File: config.mk
export PLATFORM = sky130hd
export DESIGN_NAME = snzc_ctrl
export DESIGN_NICKNAME = d
export VERILOG_FILES = /design/src/snzc_pkg.sv /design/src/snzc_ctrl.sv /design/src/snzc_osc_wait.sv /design/src/snzc_status_timer.sv
export SDC_FILE = /design/constraint.sdc
export NUM_CORES = 1
export LEC_CHECK = 0
export BUFFER_PORTS_ARGS = -buffer_cell sky130_fd_sc_hd__buf_4
export CAP_MARGIN = 20
export CORE_UTILIZATION = 58
export CTS_CLUSTER_SIZE = 30
export DETAILED_ROUTE_END_ITERATION = 7
export PLACE_DENSITY = 0.8
export SYNTH_ARGS = -nofsm -noshare
export SYNTH_HDL_FRONTEND = slang
export SYNTH_SLANG_ARGS = --single-unit
File: constraint.sdc
create_clock -name core_clk -period 4.3 [get_ports core_clk]
set_clock_uncertainty 0.05 [all_clocks]
set_input_delay 0.645 -clock core_clk [delete_from_list [all_inputs] [get_ports core_clk]]
set_output_delay 0.645 -clock core_clk [all_outputs]
set_load 0.02 [all_outputs]
File: src/snzc_pkg.sv
// Purpose: Shared constants for the snooze mode controller
// Assumes: APB with 32-bit data, 100 MHz core clock
// Notes: Offsets are byte addresses
package snzc_pkg;
	typedef enum logic [1:0] {
		SNZC_NORMAL,
		SNZC_STOP,
		SNZC_SNOOZE
	} snzc_mode_t;

	localparam logic [7:0] OFF_CTRL = 8'h00;
	localparam logic [7:0] OFF_STATUS = 8'h04;
	localparam logic [7:0] OFF_IRQ_STAT = 8'h08;
	localparam logic [7:0] OFF_IRQ_MASK = 8'h0c;
	localparam logic [7:0] OFF_INTERVAL = 8'h10;
	localparam logic [7:0] OFF_DELAY = 8'h14;
	localparam logic [7:0] OFF_WIDTH = 8'h18;
	localparam logic [7:0] OFF_OSC_WAIT = 8'h1c;

	// Control register fields
	localparam int CTRL_UWC = 0;
	localparam int CTRL_STAT_EN = 1;
	localparam int CTRL_CONV_MODE = 2;
	localparam int CTRL_PIN_SEL_LO = 4;
	localparam int CTRL_PIN_SEL_HI = 6;

	// Event bits, shared by status and mask
	localparam int EV_SNOOZE = 0;
	localparam int EV_RESTOP = 1;
	localparam int EV_WAKE = 2;
	localparam int EV_UART_ERR = 3;
	localparam int EV_CONV = 4;
	localparam int EV_W = 5;

	localparam logic [15:0] INTERVAL_RST = 16'h03e8;
	localparam logic [15:0] DELAY_RST = 16'h0064;
	localparam logic [15:0] WIDTH_RST = 16'h000a;

	localparam int CLK_PERIOD_NS = 10;
	localparam int OSC_WAIT_NS = 1000;
	localparam logic [15:0] OSC_WAIT_CYC = 16'((OSC_WAIT_NS + CLK_PERIOD_NS - 1) / CLK_PERIOD_NS);
endpackage

File: src/snzc_ctrl.sv
// Purpose: Standby sequencer for normal, STOP and SNOOZE with APB registers
// Assumes: All inputs synchronous to core_clk; event inputs are one-cycle pulses
// Notes: Watchdog option straps are captured on the first edge after reset release
//
// Design decisions made here: the placing of the registers and the APB interface to the registers.
`timescale 1ns/100ps

module snzc_ctrl (
	input wire logic core_clk,
	input wire logic resetn,
	input wire logic psel,
	input wire logic penable,
	input wire logic pwrite,
	input wire logic [7:0] paddr,
	input wire logic [31:0] pwdata,
	output logic [31:0] prdata,
	output logic pready,
	output logic pslverr,
	input wire logic standby_cmd,
	input wire logic interval_timer_request,
	input wire logic external_wake_irq,
	input wire logic xfer_done,
	input wire logic conversion_done_irq,
	input wire logic conv_wake_match,
	input wire logic uart_rx_start,
	input wire logic reset_req,
	input wire logic watchdog_enable_option,
	input wire logic watchdog_standby_option,
	output logic [1:0] mode,
	output logic fast_osc_en,
	output logic slow_osc_en,
	output logic wdt_osc_en,
	output logic wdt_counter_clr,
	output logic data_transfer_ctrl_start,
	output logic conv_start,
	output logic [7:0] snooze_state_pin,
	output logic uart_err_risk,
	output logic irq
);
	snzc_pkg::snzc_mode_t st_q, st_d;
	logic xfer_go_q, xfer_go_d;
	logic conv_act_q, conv_act_d;
	logic wake_prev_q;
	logic opt_done_q, opt_wdt_en_q, opt_wdt_stby_q;
	logic [7:0] ctrl_q, ctrl_d;
	logic [15:0] intv_q, intv_d, dly_q, dly_d, wid_q, wid_d, wait_q, wait_d;
	logic [snzc_pkg::EV_W-1:0] stat_q, stat_d, mask_q, mask_d, ev_set;
	logic [31:0] prdata_q, prdata_d;
	logic pready_q, pready_d, pslverr_q, pslverr_d;
	logic fast_q, fast_d, wdt_q, wdt_d, clr_q, clr_d, dstart_q, dstart_d;
	logic cstart_q, cstart_d, uerr_q, uerr_d, irq_q, irq_d;
	logic [7:0] pin_q, pin_d;
	logic osc_start, osc_halt, osc_ready, pulse_high, delay_hit;
	logic wake_edge, wr_acc, rd_acc, addr_ok;

	function automatic logic known_addr(input logic [7:0] a);
		known_addr = (a == snzc_pkg::OFF_CTRL) || (a == snzc_pkg::OFF_STATUS) ||
			(a == snzc_pkg::OFF_IRQ_STAT) || (a == snzc_pkg::OFF_IRQ_MASK) ||
			(a == snzc_pkg::OFF_INTERVAL) || (a == snzc_pkg::OFF_DELAY) ||
			(a == snzc_pkg::OFF_WIDTH) || (a == snzc_pkg::OFF_OSC_WAIT);
	endfunction

	assign wake_edge = external_wake_irq & ~wake_prev_q;
	assign wr_acc = psel & penable & pready_q & pwrite;
	assign rd_acc = psel & penable & pready_q & ~pwrite;
	assign addr_ok = known_addr(paddr);

	// Standby state machine
	always_comb begin
		st_d = st_q;
		xfer_go_d = xfer_go_q;
		conv_act_d = conv_act_q;
		osc_start = 1'b0;
		osc_halt = 1'b0;
		dstart_d = 1'b0;
		cstart_d = 1'b0;
		clr_d = 1'b0;
		ev_set = '0;
		case (st_q)
			snzc_pkg::SNZC_NORMAL: begin
				// Snooze activation here is ignored: snooze only follows STOP
				if (standby_cmd) begin
					st_d = snzc_pkg::SNZC_STOP;
					osc_halt = 1'b1;
				end
			end
			snzc_pkg::SNZC_STOP: begin
				if (wake_edge) begin
					st_d = snzc_pkg::SNZC_NORMAL;
					ev_set[snzc_pkg::EV_WAKE] = 1'b1;
				end else if (interval_timer_request ||
						(ctrl_q[snzc_pkg::CTRL_CONV_MODE] && delay_hit)) begin
					st_d = snzc_pkg::SNZC_SNOOZE;
					osc_start = 1'b1;
					xfer_go_d = 1'b0;
					conv_act_d = ~interval_timer_request;
					ev_set[snzc_pkg::EV_SNOOZE] = 1'b1;
				end
			end
			snzc_pkg::SNZC_SNOOZE: begin
				if (wake_edge) begin
					st_d = snzc_pkg::SNZC_NORMAL;
					ev_set[snzc_pkg::EV_WAKE] = 1'b1;
				end else if (!xfer_go_q && osc_ready) begin
					// Transfer only once the fast oscillator has settled
					xfer_go_d = 1'b1;
					dstart_d = ~conv_act_q;
					cstart_d = conv_act_q;
				end else if (xfer_go_q && conv_act_q && conversion_done_irq) begin
					ev_set[snzc_pkg::EV_CONV] = 1'b1;
					if (conv_wake_match) begin
						st_d = snzc_pkg::SNZC_NORMAL;
						ev_set[snzc_pkg::EV_WAKE] = 1'b1;
					end else begin
						st_d = snzc_pkg::SNZC_STOP;
						osc_halt = 1'b1;
						ev_set[snzc_pkg::EV_RESTOP] = 1'b1;
					end
				end else if (xfer_go_q && !conv_act_q && xfer_done) begin
					st_d = snzc_pkg::SNZC_STOP;
					osc_halt = 1'b1;
					ev_set[snzc_pkg::EV_RESTOP] = 1'b1;
				end
			end
			default: st_d = snzc_pkg::SNZC_NORMAL;
		endcase
		if (st_q != snzc_pkg::SNZC_NORMAL && st_d == snzc_pkg::SNZC_NORMAL &&
				opt_wdt_en_q && !opt_wdt_stby_q)
			clr_d = 1'b1;
		if (reset_req) begin
			st_d = snzc_pkg::SNZC_NORMAL;
			osc_start = 1'b0;
			osc_halt = 1'b1;
			dstart_d = 1'b0;
			cstart_d = 1'b0;
		end
		// Reception while the wake bit is set but outside a clean STOP window
		uerr_d = uart_rx_start && ctrl_q[snzc_pkg::CTRL_UWC] &&
			((st_q == snzc_pkg::SNZC_NORMAL) || (st_q == snzc_pkg::SNZC_SNOOZE));
		ev_set[snzc_pkg::EV_UART_ERR] = uerr_d;
	end

	// Oscillator enables and status pins
	always_comb begin
		fast_d = (st_d != snzc_pkg::SNZC_STOP);
		// Watchdog oscillator runs in standby only with both options set
		wdt_d = opt_wdt_en_q && ((st_d == snzc_pkg::SNZC_NORMAL) || opt_wdt_stby_q);
		pin_d = 8'h00;
		if (ctrl_q[snzc_pkg::CTRL_STAT_EN] && pulse_high && (st_q == snzc_pkg::SNZC_SNOOZE))
			pin_d[ctrl_q[snzc_pkg::CTRL_PIN_SEL_HI:snzc_pkg::CTRL_PIN_SEL_LO]] = 1'b1;
	end

	// APB register file; status set wins over read clear
	always_comb begin
		ctrl_d = ctrl_q;
		mask_d = mask_q;
		intv_d = intv_q;
		dly_d = dly_q;
		wid_d = wid_q;
		wait_d = wait_q;
		prdata_d = prdata_q;
		pready_d = psel & ~penable;
		pslverr_d = psel & ~penable & ~addr_ok;
		stat_d = stat_q;
		// Clear only the bits the setup cycle captured, so an event landing then is kept
		if (rd_acc && paddr == snzc_pkg::OFF_IRQ_STAT)
			stat_d = stat_q & ~prdata_q[snzc_pkg::EV_W-1:0];
		stat_d = stat_d | ev_set;
		if (psel && !penable && !pwrite) begin
			prdata_d = 32'h00000000;
			if (paddr == snzc_pkg::OFF_CTRL)
				prdata_d[7:0] = ctrl_q;
			else if (paddr == snzc_pkg::OFF_STATUS)
				prdata_d[7:0] = {fast_q, wdt_q, osc_ready, opt_wdt_stby_q, opt_wdt_en_q,
					xfer_go_q, 2'(st_q)};
			else if (paddr == snzc_pkg::OFF_IRQ_STAT)
				prdata_d[snzc_pkg::EV_W-1:0] = stat_q;
			else if (paddr == snzc_pkg::OFF_IRQ_MASK)
				prdata_d[snzc_pkg::EV_W-1:0] = mask_q;
			else if (paddr == snzc_pkg::OFF_INTERVAL)
				prdata_d[15:0] = intv_q;
			else if (paddr == snzc_pkg::OFF_DELAY)
				prdata_d[15:0] = dly_q;
			else if (paddr == snzc_pkg::OFF_WIDTH)
				prdata_d[15:0] = wid_q;
			else if (paddr == snzc_pkg::OFF_OSC_WAIT)
				prdata_d[15:0] = wait_q;
		end
		if (wr_acc) begin
			if (paddr == snzc_pkg::OFF_CTRL)
				ctrl_d = pwdata[7:0];
			else if (paddr == snzc_pkg::OFF_IRQ_MASK)
				mask_d = pwdata[snzc_pkg::EV_W-1:0];
			else if (paddr == snzc_pkg::OFF_INTERVAL)
				intv_d = pwdata[15:0];
			else if (paddr == snzc_pkg::OFF_DELAY)
				dly_d = pwdata[15:0];
			else if (paddr == snzc_pkg::OFF_WIDTH)
				wid_d = pwdata[15:0];
			else if (paddr == snzc_pkg::OFF_OSC_WAIT)
				wait_d = pwdata[15:0];
		end
		irq_d = |(stat_d & mask_q);
	end

	always_ff @(posedge core_clk or negedge resetn) begin
		if (!resetn) begin
			st_q <= snzc_pkg::SNZC_NORMAL;
			xfer_go_q <= 1'b0;
			conv_act_q <= 1'b0;
			wake_prev_q <= 1'b0;
			ctrl_q <= 8'h00;
			mask_q <= '0;
			stat_q <= '0;
			intv_q <= snzc_pkg::INTERVAL_RST;
			dly_q <= snzc_pkg::DELAY_RST;
			wid_q <= snzc_pkg::WIDTH_RST;
			wait_q <= snzc_pkg::OSC_WAIT_CYC;
			prdata_q <= 32'h00000000;
			pready_q <= 1'b0;
			pslverr_q <= 1'b0;
			fast_q <= 1'b1;
			wdt_q <= 1'b0;
			clr_q <= 1'b0;
			dstart_q <= 1'b0;
			cstart_q <= 1'b0;
			uerr_q <= 1'b0;
			irq_q <= 1'b0;
			pin_q <= 8'h00;
		end else begin
			st_q <= st_d;
			xfer_go_q <= xfer_go_d;
			conv_act_q <= conv_act_d;
			wake_prev_q <= external_wake_irq;
			ctrl_q <= ctrl_d;
			mask_q <= mask_d;
			stat_q <= stat_d;
			intv_q <= intv_d;
			dly_q <= dly_d;
			wid_q <= wid_d;
			wait_q <= wait_d;
			prdata_q <= prdata_d;
			pready_q <= pready_d;
			pslverr_q <= pslverr_d;
			fast_q <= fast_d;
			wdt_q <= wdt_d;
			clr_q <= clr_d;
			dstart_q <= dstart_d;
			cstart_q <= cstart_d;
			uerr_q <= uerr_d;
			irq_q <= irq_d;
			pin_q <= pin_d;
		end
	end

	// Option straps are captured once, after reset release, never under reset
	always_ff @(posedge core_clk or negedge resetn) begin
		if (!resetn) begin
			opt_done_q <= 1'b0;
			opt_wdt_en_q <= 1'b0;
			opt_wdt_stby_q <= 1'b0;
		end else if (!opt_done_q) begin
			opt_done_q <= 1'b1;
			opt_wdt_en_q <= watchdog_enable_option;
			opt_wdt_stby_q <= watchdog_standby_option;
		end
	end

	snzc_osc_wait u_osc_wait (
		.core_clk(core_clk),
		.resetn(resetn),
		.start(osc_start),
		.halt(osc_halt),
		.wait_cyc(wait_q),
		.ready(osc_ready)
	);

	// Timer runs outside normal mode so it can also release STOP
	snzc_status_timer u_status_timer (
		.core_clk(core_clk),
		.resetn(resetn),
		.enable(st_q != snzc_pkg::SNZC_NORMAL),
		.status_interval_compare(intv_q),
		.cpu_irq_delay_compare(dly_q),
		.status_pulse_width_compare(wid_q),
		.pulse_high(pulse_high),
		.delay_hit(delay_hit)
	);

	assign prdata = prdata_q;
	assign pready = pready_q;
	assign pslverr = pslverr_q;
	assign mode = 2'(st_q);
	assign fast_osc_en = fast_q;
	assign slow_osc_en = 1'b1; // Slow oscillator never stops in any mode
	assign wdt_osc_en = wdt_q;
	assign wdt_counter_clr = clr_q;
	assign data_transfer_ctrl_start = dstart_q;
	assign conv_start = cstart_q;
	assign snooze_state_pin = pin_q;
	assign uart_err_risk = uerr_q;
	assign irq = irq_q;
endmodule

File: src/snzc_osc_wait.sv
// Purpose: Counts the fast oscillator settling time after restart
// Assumes: start is a one-cycle pulse
// Notes: ready stays high until the oscillator is halted or started again
`timescale 1ns/100ps
module snzc_osc_wait (
	input wire logic core_clk,
	input wire logic resetn,
	input wire logic start,
	input wire logic halt,
	input wire logic [15:0] wait_cyc,
	output logic ready
);
	logic [15:0] cnt_q, cnt_d;
	logic busy_q, busy_d;
	logic ready_q, ready_d;

	always_comb begin
		cnt_d = cnt_q;
		busy_d = busy_q;
		ready_d = ready_q;
		if (halt) begin
			busy_d = 1'b0;
			ready_d = 1'b0;
		end else if (start) begin
			cnt_d = (wait_cyc == 16'h0000) ? 16'h0001 : wait_cyc;
			busy_d = 1'b1;
			ready_d = 1'b0;
		end else if (busy_q) begin
			cnt_d = cnt_q - 16'h0001;
			if (cnt_q == 16'h0001) begin
				busy_d = 1'b0;
				ready_d = 1'b1;
			end
		end
	end

	always_ff @(posedge core_clk or negedge resetn) begin
		if (!resetn) begin
			cnt_q <= 16'h0000;
			busy_q <= 1'b0;
			ready_q <= 1'b0;
		end else begin
			cnt_q <= cnt_d;
			busy_q <= busy_d;
			ready_q <= ready_d;
		end
	end

	assign ready = ready_q;
endmodule

File: src/snzc_status_timer.sv
// Purpose: Compare timer that paces the snooze status pulse and CPU request
// Assumes: Compare values are stable while enabled
// Notes: Counter wraps at the interval value
`timescale 1ns/100ps
module snzc_status_timer (
	input wire logic core_clk,
	input wire logic resetn,
	input wire logic enable,
	input wire logic [15:0] status_interval_compare,
	input wire logic [15:0] cpu_irq_delay_compare,
	input wire logic [15:0] status_pulse_width_compare,
	output logic pulse_high,
	output logic delay_hit
);
	logic [15:0] cnt_q, cnt_d;
	logic high_q, high_d;
	logic hit_q, hit_d;

	always_comb begin
		cnt_d = 16'h0000;
		high_d = 1'b0;
		hit_d = 1'b0;
		if (enable) begin
			cnt_d = (cnt_q >= status_interval_compare) ? 16'h0000 : cnt_q + 16'h0001;
			high_d = (cnt_d < status_pulse_width_compare);
			hit_d = (cnt_d == cpu_irq_delay_compare);
		end
	end

	always_ff @(posedge core_clk or negedge resetn) begin
		if (!resetn) begin
			cnt_q <= 16'h0000;
			high_q <= 1'b0;
			hit_q <= 1'b0;
		end else begin
			cnt_q <= cnt_d;
			high_q <= high_d;
			hit_q <= hit_d;
		end
	end

	assign pulse_high = high_q;
	assign delay_hit = hit_q;
endmodule

==> metrics.txt, run 1 <==
# TYPE chip_impl_metric gauge
chip_impl_info{name="status",value="finished clean"} 1
chip_impl_metric{name="port_buffers",unit=""} 73
chip_impl_metric{name="hold_slack",unit="ns"} 0.2904
chip_impl_metric{name="timing_worst_slew_pin_value",unit="ns"} 1.008
chip_impl_info{name="critPathLaunchType",value="register"} 1
chip_impl_metric{name="final_ant_viol_nets",unit=""} 0
chip_impl_metric{name="place.gp.congestion",unit=""} 0.9428
chip_impl_metric{name="layout_min_cycle_time",unit="ns"} 3.677
chip_impl_metric{name="vdd_drop_max",unit="mV"} 0.2761
chip_impl_info{name="rsz0062_at_grt",value="false"} 1
chip_impl_metric{name="wl_met1",unit="microns"} 9292
chip_impl_info{name="timing.critical_path.to_type",value="register"} 1
chip_impl_metric{name="routed-via-count",unit=""} 7076
chip_impl_metric{name="synthesis.area",unit="sq um"} 8564
chip_impl_metric{name="dr.first_iter.drc_count",unit=""} 719
chip_impl_metric{name="final_max_slew_viol_count",unit=""} 0
chip_impl_metric{name="insertedDiodeCount",unit=""} 0
chip_impl_metric{name="syn-mean-instance-area",unit="sq um"} 9.833
chip_impl_info{name="netlist_top_cells_area",value="dfrtp_1 (42%), mux2_2 (6.3%), ha_1 (5.4%)"} 1
chip_impl_metric{name="number_of_standard_cells_in_the_layout_taps_in_and_fillers_out",unit=""} 1137
chip_impl_metric{name="grt_max_degree",unit=""} 112
chip_impl_metric{name="yosysUniqueCellTypes",unit=""} 71
chip_impl_info{name="post_synth_top_area_cell",value="dfrtp_1"} 1
chip_impl_metric{name="final_layout_size_suffix_gt1_frac",unit=""} 0.2099
chip_impl_info{name="top_signal_layer_used",value="met4"} 1
chip_impl_metric{name="timing.final.crit_share",unit=""} 0.8552
chip_impl_metric{name="reg2regPathDepth",unit=""} 15
chip_impl_info{name="clockRootBuffer",value="clkbuf_16"} 1
chip_impl_metric{name="setup_total_negative_slack",unit="ns"} 0
chip_impl_metric{name="vias_in_the_first_global_route",unit=""} 6790
chip_impl_metric{name="grt_overflow",unit=""} 0
chip_impl_metric{name="dieWidth",unit="microns"} 123.5
chip_impl_metric{name="synth_edf_count",unit=""} 0
chip_impl_metric{name="power_leakage",unit="nW"} 4.742
chip_impl_metric{name="layout.filler_cells",unit=""} 1108
chip_impl_metric{name="flow.area_growth_from_synthesis",unit="%"} 14.96
chip_impl_metric{name="clkTransAtPathRegs",unit="ns"} 0.06
chip_impl_metric{name="maximum_root_to_sink_buffer_count",unit=""} 2
chip_impl_metric{name="design.core.area",unit="sq um"} 14480
chip_impl_metric{name="fp-row-count",unit=""} 44
chip_impl_metric{name="cts_max_level",unit=""} 4
chip_impl_metric{name="clock_sinks",unit=""} 159
chip_impl_metric{name="first_pass_iters",unit=""} 6
chip_impl_info{name="top_reg_cell_synth",value="dfrtp_1"} 1
chip_impl_info{name="critPathKind",value="register to register"} 1
chip_impl_metric{name="synth-async-reset-ratio",unit=""} 1.000
chip_impl_metric{name="synthDominantCellAreaShare",unit=""} 0.4207
chip_impl_metric{name="grt_pass1_wl",unit="microns"} 35530
chip_impl_info{name="hp-class",value="primary input to async pin"} 1
chip_impl_metric{name="ys_warn_count",unit=""} 0
chip_impl_metric{name="post_cts_resized",unit=""} 0
chip_impl_metric{name="timing.critical_path.fanout_max",unit=""} 13
chip_impl_info{name="layout_commonest_cell",value="dfrtp_1"} 1
chip_impl_metric{name="syn-instance-count",unit=""} 871
chip_impl_metric{name="cellPowerDensity",unit="nW/um^2"} 384.6
chip_impl_metric{name="postCtsHoldBufs",unit=""} 0
chip_impl_metric{name="timing_hold_violations_final",unit=""} 0
chip_impl_metric{name="design.die.area",unit="sq um"} 15260
chip_impl_metric{name="chipHeight",unit="microns"} 123.5
chip_impl_metric{name="seq_area_frac_synth",unit=""} 0.4668
chip_impl_metric{name="postCtsSetupBuffers",unit=""} 0
chip_impl_metric{name="start_util",unit=""} 0.5915
chip_impl_metric{name="number_of_antenna_violations_at_the_first_check_in_global_routing",unit=""} 0
chip_impl_metric{name="routed_via_density",unit=""} 6.223
chip_impl_metric{name="total_wire_length_after_detailed_routing",unit="microns"} 22290
chip_impl_metric{name="fmax",unit="MHz"} 271.9
chip_impl_metric{name="cp.arrival",unit="ns"} 3.96
chip_impl_metric{name="maxCapViolations",unit=""} 0
chip_impl_info{name="tritoncts_clock_tree",value="built"} 1
chip_impl_metric{name="routed_wire_length_per_instance",unit="microns"} 19.60
chip_impl_metric{name="dp.final_hpwl",unit="microns"} 16070
chip_impl_metric{name="drcViolationCount",unit=""} 0
chip_impl_metric{name="layout.nets",unit=""} 1032
chip_impl_metric{name="wl_met3",unit="microns"} 1606
chip_impl_metric{name="register_bit_count_reported_by_yosys",unit=""} 159
chip_impl_metric{name="met2_length",unit="microns"} 10820
chip_impl_metric{name="io-pin-count",unit=""} 107
chip_impl_metric{name="track_usage",unit=""} 0.3122
chip_impl_metric{name="numCtsBuffers",unit=""} 17
chip_impl_metric{name="placedCellCount",unit=""} 1104
chip_impl_metric{name="cp_data_required_time",unit="ns"} 4.58
chip_impl_metric{name="slew-limit-headroom",unit=""} 0.3279
chip_impl_metric{name="reg2reg_setup_slack",unit="ns"} 0.62
chip_impl_metric{name="skew_pair_late_insertion_delay",unit="ns"} 0.42
chip_impl_metric{name="timing.final.setup_violations",unit=""} 0
chip_impl_info{name="layout.cells.most_common_list",value="dfrtp_1 (144), nor2_1 (96), buf_4 (87)"} 1
critical path, stage by stage, from the launching register on:
cell and delay [ns]:
dfrtp_1 0.49, inv_1 0.12, ha_1 0.28, nand2b_1 0.14
a2111o_1 0.47, a32oi_4 0.28, nand3_2 0.31, nor2_1 0.21
ha_1 0.26, a21o_1 0.16, a21o_1 0.18, a21oi_1 0.14
nor2b_1 0.05, o21ai_0 0.14, a21oi_1 0.11, a211oi_1 0.18
sequential cells by signal, summed over array words and instances, names as in the netlist, 2 cells and up:
| signal | flops |
|---|---|
| prdata | 16 |
| u_status_timer.cnt_q | 16 |
| ctrl_q | 8 |
| mode | 2 |
| u_osc_wait.cnt_q | 16 |
| mask_q | 5 |
| wid_q | 16 |
| snooze_state_pin | 8 |
| intv_q | 16 |
| stat_q | 5 |
| dly_q | 16 |
| wait_q | 16 |
where the power goes:
part,internal [mW],switching (mW)
registers,1.61,0.115
clock network,0.897,0.596
logic,0.225,0.345
cells by family after synthesis:
group           count (synthesis)  synth area share
flops                         159            0.4668
xor+xnor                       26           0.03155
buf+inv                       105           0.05449
mux                            58           0.07977
fa+ha+maj                      37           0.05405
simple gates                  283            0.1622
other cells                     2         0.0008769
compound gates                201            0.1503
area by class of cell:
type,instances,area [sq um],share of cell area
clock inverter,10,111.4,0.01131
inverter,51,191.4,0.01944
tap,184,230.2,0.02338
timing repair buffer,88,664.4,0.06748
sequential,159,3998,0.4060
clock buffer,22,474.2,0.04816
multi-input combinational,623,4177,0.4242
through the flow:
step                      setup WS (ns)  area (sq um)  power [mW]    util
after floorplan                  0.7632          8625       2.096       -
after global placement           0.7064          9253       2.292  0.6390
after detailed placement         0.6481          9253       2.306  0.6390
after CTS                        0.6435          9838       3.790  0.6795
after global routing             0.3723          9846       3.950  0.6800
final                            0.6226          9846       3.787  0.6800
final timing paths:
| check | startpoint | end |
|---|---|---|
| setup / recovery | u_status_timer.cnt_q[0] | u_status_timer.pulse_high |
| hold reg to reg | ctrl_q[7] | ctrl_q[7] |
| max in group asynchronous | resetn | wid_q[3] |
| min in group core_clk | external_wake_irq | wake_prev_q |
| hold / removal | resetn | u_osc_wait.cnt_q[10] |
| setup reg to reg | u_status_timer.cnt_q[0] | u_status_timer.pulse_high |
metal layers:
metal / track usage / vias to the layer above
met5: 0 / -
met4: 0.1130 / 0
met3: 0.06827 / 52
met2: 0.4993 / 296
met1: 0.4178 / 3490
li1: - / 3238
cell usage after synthesis, types with 3 or more instances:
cell	count
nand2b_1	8
xor2_1	13
nor2b_1	4
dfstp_2	15
a41oi_1	5
a21oi_1	40
xnor2_1	10
buf_2	4
ha_1	37
nand4_1	14
nand3_1	22
a22oi_1	29
a21o_1	7
inv_1	50
o21ai_1	16
nor3_1	19
o22a_1	3
a221oi_1	6
nor2_1	98
mux2_2	48
o21ai_0	53
and4_1	3
nand2_1	70
dfrtp_1	144
and2_1	3
nor3b_1	4
clkbuf_1	32
nor4b_1	3
or3_1	3
nor4_1	14
a31oi_1	14
mux2_1	4
o2111ai_1	3
a211oi_1	4
mux4_2	3
buf_4	18
mux2i_1	3
(Power assumes the default switching activity.)
==> run 2, diff against run 1 <==
--- a/config.mk
+++ b/config.mk
@@ -8,9 +8,11 @@
 export BUFFER_PORTS_ARGS = -buffer_cell sky130_fd_sc_hd__buf_4
 export CAP_MARGIN = 20
 export CORE_UTILIZATION = 58
+export CTS_BUF_LIST = sky130_fd_sc_hd__clkbuf_2 sky130_fd_sc_hd__clkbuf_4 sky130_fd_sc_hd__clkbuf_8
 export CTS_CLUSTER_SIZE = 30
 export DETAILED_ROUTE_END_ITERATION = 7
 export PLACE_DENSITY = 0.8
+export RECOVER_POWER = 25
 export SYNTH_ARGS = -nofsm -noshare
 export SYNTH_HDL_FRONTEND = slang
 export SYNTH_SLANG_ARGS = --single-unit
==> metrics.txt, run 2 (synthesis gave the netlist of run 1 again) <==
# TYPE chip_impl_metric gauge
chip_impl_metric{name="fp-row-count",unit=""} 44
chip_impl_metric{name="design.die.area",unit="sq um"} 15260
chip_impl_info{name="rsz0062_at_grt",value="false"} 1
chip_impl_info{name="status",value="finished, violations left"} 1
chip_impl_info{name="layout_commonest_cell",value="dfrtp_1"} 1
chip_impl_metric{name="final_max_slew_viol_count",unit=""} 112
chip_impl_metric{name="total_wire_length_after_detailed_routing",unit="microns"} 21890
chip_impl_metric{name="first_pass_iters",unit=""} 7
chip_impl_metric{name="port_buffers",unit=""} 73
chip_impl_metric{name="dpl_cell_area",unit="sq um"} 9253
chip_impl_metric{name="vias_in_the_first_global_route",unit=""} 6763
chip_impl_metric{name="start_util",unit=""} 0.5915
chip_impl_metric{name="io-pin-count",unit=""} 107
chip_impl_metric{name="grt_max_degree",unit=""} 112
chip_impl_metric{name="chipHeight",unit="microns"} 123.5
chip_impl_info{name="failed_checks",value="design-rule violations, max-capacitance violations, max-slew violations"} 1
chip_impl_metric{name="clock_sinks",unit=""} 159
chip_impl_info{name="clockRootBuffer",value="clkbuf_8"} 1
chip_impl_metric{name="number_of_antenna_violations_at_the_first_check_in_global_routing",unit=""} 0
chip_impl_metric{name="grt_overflow",unit=""} 0
chip_impl_info{name="hp-class",value="primary input to register"} 1
chip_impl_metric{name="timing_worst_slew_pin_value",unit="ns"} 2.745
chip_impl_metric{name="utilization",unit=""} 0.6664
chip_impl_metric{name="layout_min_cycle_time",unit="ns"} 3.682
chip_impl_metric{name="track_usage",unit=""} 0.3063
chip_impl_metric{name="vdd_drop_max",unit="mV"} 0.1661
chip_impl_info{name="hold_path_startpoint",value="external_wake_irq"} 1
chip_impl_metric{name="fmax",unit="MHz"} 271.6
chip_impl_metric{name="final_total_pwr",unit="mW"} 3.408
chip_impl_metric{name="maximum_root_to_sink_buffer_count",unit=""} 2
chip_impl_metric{name="dr.first_iter.drc_count",unit=""} 637
chip_impl_metric{name="final_ant_viol_nets",unit=""} 0
chip_impl_metric{name="timing.final.crit_share",unit=""} 0.8563
chip_impl_metric{name="skew_pair_late_insertion_delay",unit="ns"} 0.46
chip_impl_info{name="layout.cells.most_common_list",value="dfrtp_1 (144), nor2_1 (96), buf_4 (85)"} 1
chip_impl_metric{name="grt_pass1_wl",unit="microns"} 34850
chip_impl_metric{name="post-route-cell-area",unit="sq um"} 9648
chip_impl_metric{name="setup_total_negative_slack",unit="ns"} 0
chip_impl_metric{name="place.gp.congestion",unit=""} 0.9428
chip_impl_info{name="tritoncts_clock_tree",value="built"} 1
chip_impl_metric{name="numCtsBuffers",unit=""} 17
chip_impl_metric{name="cts_max_level",unit=""} 4
chip_impl_metric{name="maxCapViolations",unit=""} 1
chip_impl_metric{name="flow.area_growth_from_synthesis",unit="%"} 12.65
chip_impl_metric{name="timing.final.setup_violations",unit=""} 0
chip_impl_metric{name="power_leakage",unit="nW"} 4.653
chip_impl_metric{name="clkTransAtPathRegs",unit="ns"} 0.08
chip_impl_metric{name="cp.arrival",unit="ns"} 4.00
chip_impl_metric{name="layout.nets",unit=""} 1032
chip_impl_metric{name="routed_via_density",unit=""} 6.210
chip_impl_metric{name="routed-via-count",unit=""} 7061
chip_impl_metric{name="postCtsHoldBufs",unit=""} 0
chip_impl_metric{name="insertedDiodeCount",unit=""} 0
chip_impl_metric{name="timing_hold_violations_final",unit=""} 0
chip_impl_info{name="setup.worst_path.start",value="u_status_timer.cnt_q[0]"} 1
chip_impl_info{name="timing.critical_path.to_type",value="register"} 1
chip_impl_info{name="critPathKind",value="register to register"} 1
chip_impl_metric{name="routed_wire_length_per_instance",unit="microns"} 19.25
chip_impl_metric{name="drcViolationCount",unit=""} 1
chip_impl_metric{name="cp_data_required_time",unit="ns"} 4.62
chip_impl_metric{name="slew-limit-headroom",unit=""} -0.8300
chip_impl_metric{name="post_cts_resized",unit=""} 0
chip_impl_metric{name="cellPowerDensity",unit="nW/um^2"} 353.2
chip_impl_metric{name="timing.critical_path.fanout_max",unit=""} 13
chip_impl_info{name="worstReg2RegStart",value="u_status_timer.cnt_q[0]"} 1
chip_impl_metric{name="postCtsSetupBuffers",unit=""} 0
chip_impl_metric{name="design.core.area",unit="sq um"} 14480
chip_impl_metric{name="dieWidth",unit="microns"} 123.5
chip_impl_metric{name="dp.final_hpwl",unit="microns"} 16070
chip_impl_info{name="critPathLaunchType",value="register"} 1
chip_impl_metric{name="final_layout_size_suffix_gt1_frac",unit=""} 0.2099
## run 2: cell type report
type | instances | area (sq um)
Fill cell | 1162 | 4831
Multi-Input combinational cell | 623 | 4177
Sequential cell | 159 | 3998
Timing Repair Buffer | 88 | 650.6
Clock buffer | 22 | 290.3
Tap cell | 184 | 230.2
Inverter | 51 | 191.4
Clock inverter | 10 | 111.4
## run 2: final timing paths
| path | end | slack [ns] | depth (start not counted) |
|---|---|---|---|
| min | wake_prev_q | 0.27 | 1 |
| max reg2reg | u_status_timer.pulse_high | 0.62 | 15 |
| min reg2reg | ctrl_q[7] | 0.47 | 1 |
| min in group asynchronous | u_osc_wait.cnt_q[10] | 0.97 | 1 |
| max | u_status_timer.pulse_high | 0.62 | 15 |
| max in group asynchronous | dly_q[4] | 1.61 | 1 |
## run 2: where the power goes
part | total (mW) | internal (mW) | leakage (nW) | switching (mW)
clock network | 1.12 | 0.571 | 0.201 | 0.551
logic | 0.566 | 0.224 | 2.47 | 0.343
registers | 1.72 | 1.61 | 1.98 | 0.114
## run 2: critical path, stage by stage (launching register included)
cell and delay (ns):
dfrtp_1 0.50, inv_1 0.12, ha_1 0.28, nand2b_1 0.14, a2111o_1 0.47, a32oi_4 0.28
nand3_2 0.30, nor2_1 0.21, ha_1 0.26, a21o_1 0.16, a21o_1 0.17, a21oi_1 0.14
nor2b_1 0.05, o21ai_0 0.14, a21oi_1 0.11, a211oi_1 0.19
## run 2: metrics by stage
| step | hold slack [ns] | worst slack, ns | std cells |
|---|---|---|---|
| floorplan | 0.2994 | 0.7632 | 887 |
| CTS | 0.2396 | 0.6390 | 1136 |
| detailed placement | 0.4486 | 0.6481 | 1104 |
| global placement | 0.4360 | 0.7064 | 1104 |
| global route | 0.2517 | 0.3598 | 1137 |
| finish | 0.2721 | 0.6178 | 1137 |
## run 2: layer usage
| metal | up-vias | share of wire | track usage |
|---|---|---|---|
| met5 | - | 0 | 0 |
| met4 | 0 | 0.023 | 0.1062 |
| met3 | 52 | 0.079 | 0.07426 |
| met2 | 325 | 0.49 | 0.4909 |
| met1 | 3446 | 0.41 | 0.4060 |
| li1 | 3238 | - | - |
==> run 3, diff against run 2 <==
--- a/config.mk
+++ b/config.mk
@@ -5,6 +5,7 @@
 export SDC_FILE = /design/constraint.sdc
 export NUM_CORES = 1
 export LEC_CHECK = 0
+export ABC_AREA = 1
 export BUFFER_PORTS_ARGS = -buffer_cell sky130_fd_sc_hd__buf_4
 export CAP_MARGIN = 20
 export CORE_UTILIZATION = 58
==> metrics.txt, run 3 <==
# TYPE chip_impl_metric gauge
chip_impl_metric{name="port_buffers",unit=""} 73
chip_impl_metric{name="place.gp.congestion",unit=""} 0.9147
chip_impl_info{name="netlist_top_cells_area",value="dfrtp_1 (41%), nand2_1 (11%), inv_1 (6.6%)"} 1
chip_impl_info{name="crit_path_cell_trace",value="inv_1, ha_1, nand2_1, nor4_2, nand2_2, nand2_1, inv_1, nand3_1, inv_1, ha_1, a21oi_1, o21ai_0, nand3_1, a21oi_1, a2111o_1, a21oi_1"} 1
chip_impl_info{name="cp_slowest_cell",value="dfrtp_1"} 1
chip_impl_metric{name="vias_in_the_first_global_route",unit=""} 7534
chip_impl_metric{name="routed_wire_length_per_instance",unit="microns"} 17.31
chip_impl_metric{name="regArea",unit="sq um"} 3998
chip_impl_metric{name="synth-async-reset-ratio",unit=""} 1.000
chip_impl_metric{name="placement.setup.worst_slack",unit="ns"} 0.9068
chip_impl_metric{name="number_of_standard_cells_in_the_layout_taps_in_and_fillers_out",unit=""} 1375
chip_impl_metric{name="yosysUniqueCellTypes",unit=""} 47
chip_impl_metric{name="routed-via-count",unit=""} 7897
chip_impl_metric{name="clock_sinks",unit=""} 159
chip_impl_metric{name="worstPathBufferInverterCount",unit=""} 3
chip_impl_metric{name="first_pass_iters",unit=""} 8
chip_impl_metric{name="skew_pair_late_insertion_delay",unit="ns"} 0.47
chip_impl_metric{name="postCtsSetupBuffers",unit=""} 0
chip_impl_metric{name="post-route-cell-area",unit="sq um"} 9811
chip_impl_info{name="clockRootBuffer",value="clkbuf_8"} 1
chip_impl_metric{name="final_layout_size_suffix_gt1_frac",unit=""} 0.1478
chip_impl_metric{name="insertedDiodeCount",unit=""} 0
chip_impl_metric{name="register_bit_count_reported_by_yosys",unit=""} 159
chip_impl_info{name="failed_checks",value="max-capacitance violations, max-slew violations"} 1
chip_impl_metric{name="fp-row-count",unit=""} 44
chip_impl_metric{name="area_of_the_multi_input_gates",unit="sq um"} 3941
chip_impl_info{name="timing.critical_path.max_delay_family",value="simple AND/OR/NAND/NOR gates"} 1
chip_impl_metric{name="layout.filler_cells",unit=""} 1246
chip_impl_metric{name="timing.final.setup_violations",unit=""} 0
chip_impl_metric{name="timing_worst_slew_pin_value",unit="ns"} 2.367
chip_impl_metric{name="slew-limit-headroom",unit=""} -0.5783
chip_impl_metric{name="layout.nets",unit=""} 1270
chip_impl_info{name="crit_path_end",value="u_status_timer.pulse_high"} 1
chip_impl_metric{name="maximum_root_to_sink_buffer_count",unit=""} 2
chip_impl_info{name="synth.cells.most_frequent",value="nand2_1 (261), inv_1 (154), dfrtp_1 (144)"} 1
chip_impl_info{name="hp-class",value="primary input to register"} 1
chip_impl_metric{name="placedCellCount",unit=""} 1343
chip_impl_metric{name="start_util",unit=""} 0.5998
chip_impl_info{name="post_synth_top_area_cell",value="dfrtp_1"} 1
chip_impl_metric{name="cp.arrival",unit="ns"} 3.77
chip_impl_info{name="top_reg_cell_synth",value="dfrtp_1"} 1
chip_impl_info{name="tritoncts_clock_tree",value="built"} 1
chip_impl_metric{name="routed_via_density",unit=""} 5.743
chip_impl_metric{name="syn-instance-count",unit=""} 1110
chip_impl_metric{name="synth_edf_count",unit=""} 0
chip_impl_metric{name="timing_hold_violations_final",unit=""} 0
chip_impl_metric{name="timing.final.crit_share",unit=""} 0.7983
chip_impl_metric{name="cts_max_level",unit=""} 4
chip_impl_metric{name="design.die.area",unit="sq um"} 15640
chip_impl_metric{name="chipHeight",unit="microns"} 125.1
chip_impl_metric{name="syn-mean-instance-area",unit="sq um"} 7.913
chip_impl_metric{name="dr.first_iter.drc_count",unit=""} 844
chip_impl_metric{name="vdd_drop_max",unit="mV"} 0.3230
chip_impl_metric{name="grt_max_degree",unit=""} 95
chip_impl_metric{name="io-pin-count",unit=""} 107
chip_impl_metric{name="track_usage",unit=""} 0.3163
chip_impl_metric{name="cp_data_required_time",unit="ns"} 4.64
chip_impl_info{name="layout.cells.most_common_list",value="nand2_1 (261), inv_1 (154), dfrtp_1 (144)"} 1
chip_impl_metric{name="dp.final_hpwl",unit="microns"} 17360
chip_impl_metric{name="layout_min_cycle_time",unit="ns"} 3.433
chip_impl_info{name="layout_commonest_cell",value="nand2_1"} 1
chip_impl_metric{name="final_max_slew_viol_count",unit=""} 95
chip_impl_info{name="yosys.cell_count.top_type",value="nand2_1"} 1
chip_impl_metric{name="cellPowerDensity",unit="nW/um^2"} 328.1
chip_impl_metric{name="reg2reg_setup_slack",unit="ns"} 0.87
chip_impl_metric{name="seq_area_frac_synth",unit=""} 0.4551
chip_impl_metric{name="critical_path.max_stage_delay",unit="ns"} 0.38
chip_impl_info{name="status",value="finished, violations left"} 1
chip_impl_info{name="critPathLaunchType",value="register"} 1
chip_impl_metric{name="grt_overflow",unit=""} 0
chip_impl_metric{name="fmax",unit="MHz"} 291.3
chip_impl_metric{name="dieWidth",unit="microns"} 125.1
chip_impl_metric{name="numCtsBuffers",unit=""} 17
chip_impl_info{name="r2r_end",value="u_status_timer.pulse_high"} 1
chip_impl_metric{name="clkTransAtPathRegs",unit="ns"} 0.10
chip_impl_metric{name="total_wire_length_after_detailed_routing",unit="microns"} 23810
chip_impl_metric{name="ys_warn_count",unit=""} 0
chip_impl_metric{name="number_of_antenna_violations_at_the_first_check_in_global_routing",unit=""} 0
chip_impl_metric{name="post_cts_resized",unit=""} 0
chip_impl_metric{name="grt_pass1_wl",unit="microns"} 38090
chip_impl_metric{name="postCtsHoldBufs",unit=""} 0
chip_impl_info{name="rsz0062_at_grt",value="false"} 1
chip_impl_metric{name="maxCapViolations",unit=""} 1
chip_impl_metric{name="reg2regPathDepth",unit=""} 16
chip_impl_metric{name="flow.area_growth_from_synthesis",unit="%"} 11.70
chip_impl_info{name="setup.worst_path.start",value="intv_q[15]"} 1
chip_impl_info{name="timing.critical_path.to_type",value="register"} 1
chip_impl_metric{name="dpl_cell_area",unit="sq um"} 9397
chip_impl_metric{name="design.core.area",unit="sq um"} 14640
chip_impl_metric{name="hold_slack",unit="ns"} 0.2717
chip_impl_metric{name="final_critical_path_setup_slack",unit="ns"} 0.8673
chip_impl_metric{name="power_leakage",unit="nW"} 4.761
chip_impl_metric{name="drcViolationCount",unit=""} 0
chip_impl_info{name="critPathKind",value="register to register"} 1
chip_impl_metric{name="synthDominantCellAreaShare",unit=""} 0.4103
chip_impl_metric{name="timing.critical_path.fanout_max",unit=""} 23
chip_impl_metric{name="crit_cells",unit=""} 16
chip_impl_metric{name="setup_total_negative_slack",unit="ns"} 0
chip_impl_info{name="worstReg2RegStart",value="intv_q[15]"} 1
chip_impl_metric{name="final_ant_viol_nets",unit=""} 0
chip_impl_metric{name="synthesis.area",unit="sq um"} 8783
==> run 3: changes by cell type in the layout (fill, tap and decap cells not counted), moves of 10 or more <==
cell,delta
a22oi_1,-26
a31oi_1,-10
buf_4,-10
inv_1,+104
inv_2,+13
mux2_2,-47
nand2_1,+191
nand3_1,+10
nor2_1,-15
o21ai_0,+61
o21ai_1,+24
==> run 3: final cells by class <==
cell class | instances | area share
clock buffers | 17 | 0.02385
well taps | 184 | 0.02347
inverters | 168 | 0.06428
multi-input cells | 753 | 0.4017
clock inverters | 15 | 0.01900
repair buffers | 79 | 0.06020
flip-flops and latches | 159 | 0.4075
==> run 3: logic make-up after synthesis <==
group | after synthesis | synth area share
flip-flops | 159 | 0.4551
multiplexers | 1 | 0.001282
buffers and inverters | 214 | 0.1030
other | 2 | 0.0008550
AO/OA/AOI/OAI | 239 | 0.1513
AND/OR/NAND/NOR | 445 | 0.2228
XOR/XNOR | 13 | 0.01296
adder cells (fa/ha/maj) | 37 | 0.05271
==> run 3: per-layer routing <==
layer / track usage / vias up / share of wire
met5: 0 / - / 0
met4: 0.1492 / 0 / 0.041
met3: 0.08173 / 68 / 0.084
met2: 0.4959 / 365 / 0.46
met1: 0.4118 / 3751 / 0.41
li1: - / 3713 / -
==> run 3: stage by stage <==
| step | util | total power, mW |
|---|---|---|
| global placement | 0.6417 | 2.058 |
| floorplan | - | 1.930 |
| CTS | 0.6704 | 3.222 |
| finish | 0.6699 | 3.219 |
| global route | 0.6699 | 3.357 |
| detailed placement | 0.6417 | 2.072 |
==> run 3: worst register-to-register path, stage by stage (launching register included) <==
cell and delay [ns]:
dfrtp_1 0.38, inv_1 0.11, ha_1 0.31, nand2_1 0.09
nor4_2 0.36, nand2_2 0.36, nand2_1 0.25, inv_1 0.10
nand3_1 0.17, inv_1 0.07, ha_1 0.31, a21oi_1 0.14
o21ai_0 0.09, nand3_1 0.08, a21oi_1 0.06, a2111o_1 0.29
a21oi_1 0.14
==> run 3: how the worst min path moves through the flow <==
stage | start | to | cells past startpoint
after floorplan | resetn | conv_act_q | 0
after detailed placement | opt_done_q | opt_wdt_stby_q | 1
after global placement | opt_done_q | opt_wdt_stby_q | 1
after CTS | external_wake_irq | wake_prev_q | 1
after global routing | external_wake_irq | wake_prev_q | 1
final | external_wake_irq | wake_prev_q | 1
==> run 3: power by group <==
group / switching, mW / internal [mW] / total [mW] / leakage [nW]
clock: 0.670 / 0.500 / 1.17 / 0.215
combinational: 0.275 / 0.140 / 0.414 / 2.44
sequential: 0.0614 / 1.57 / 1.63 / 2.11
total: 1.01 / 2.21 / 3.22 / 4.76
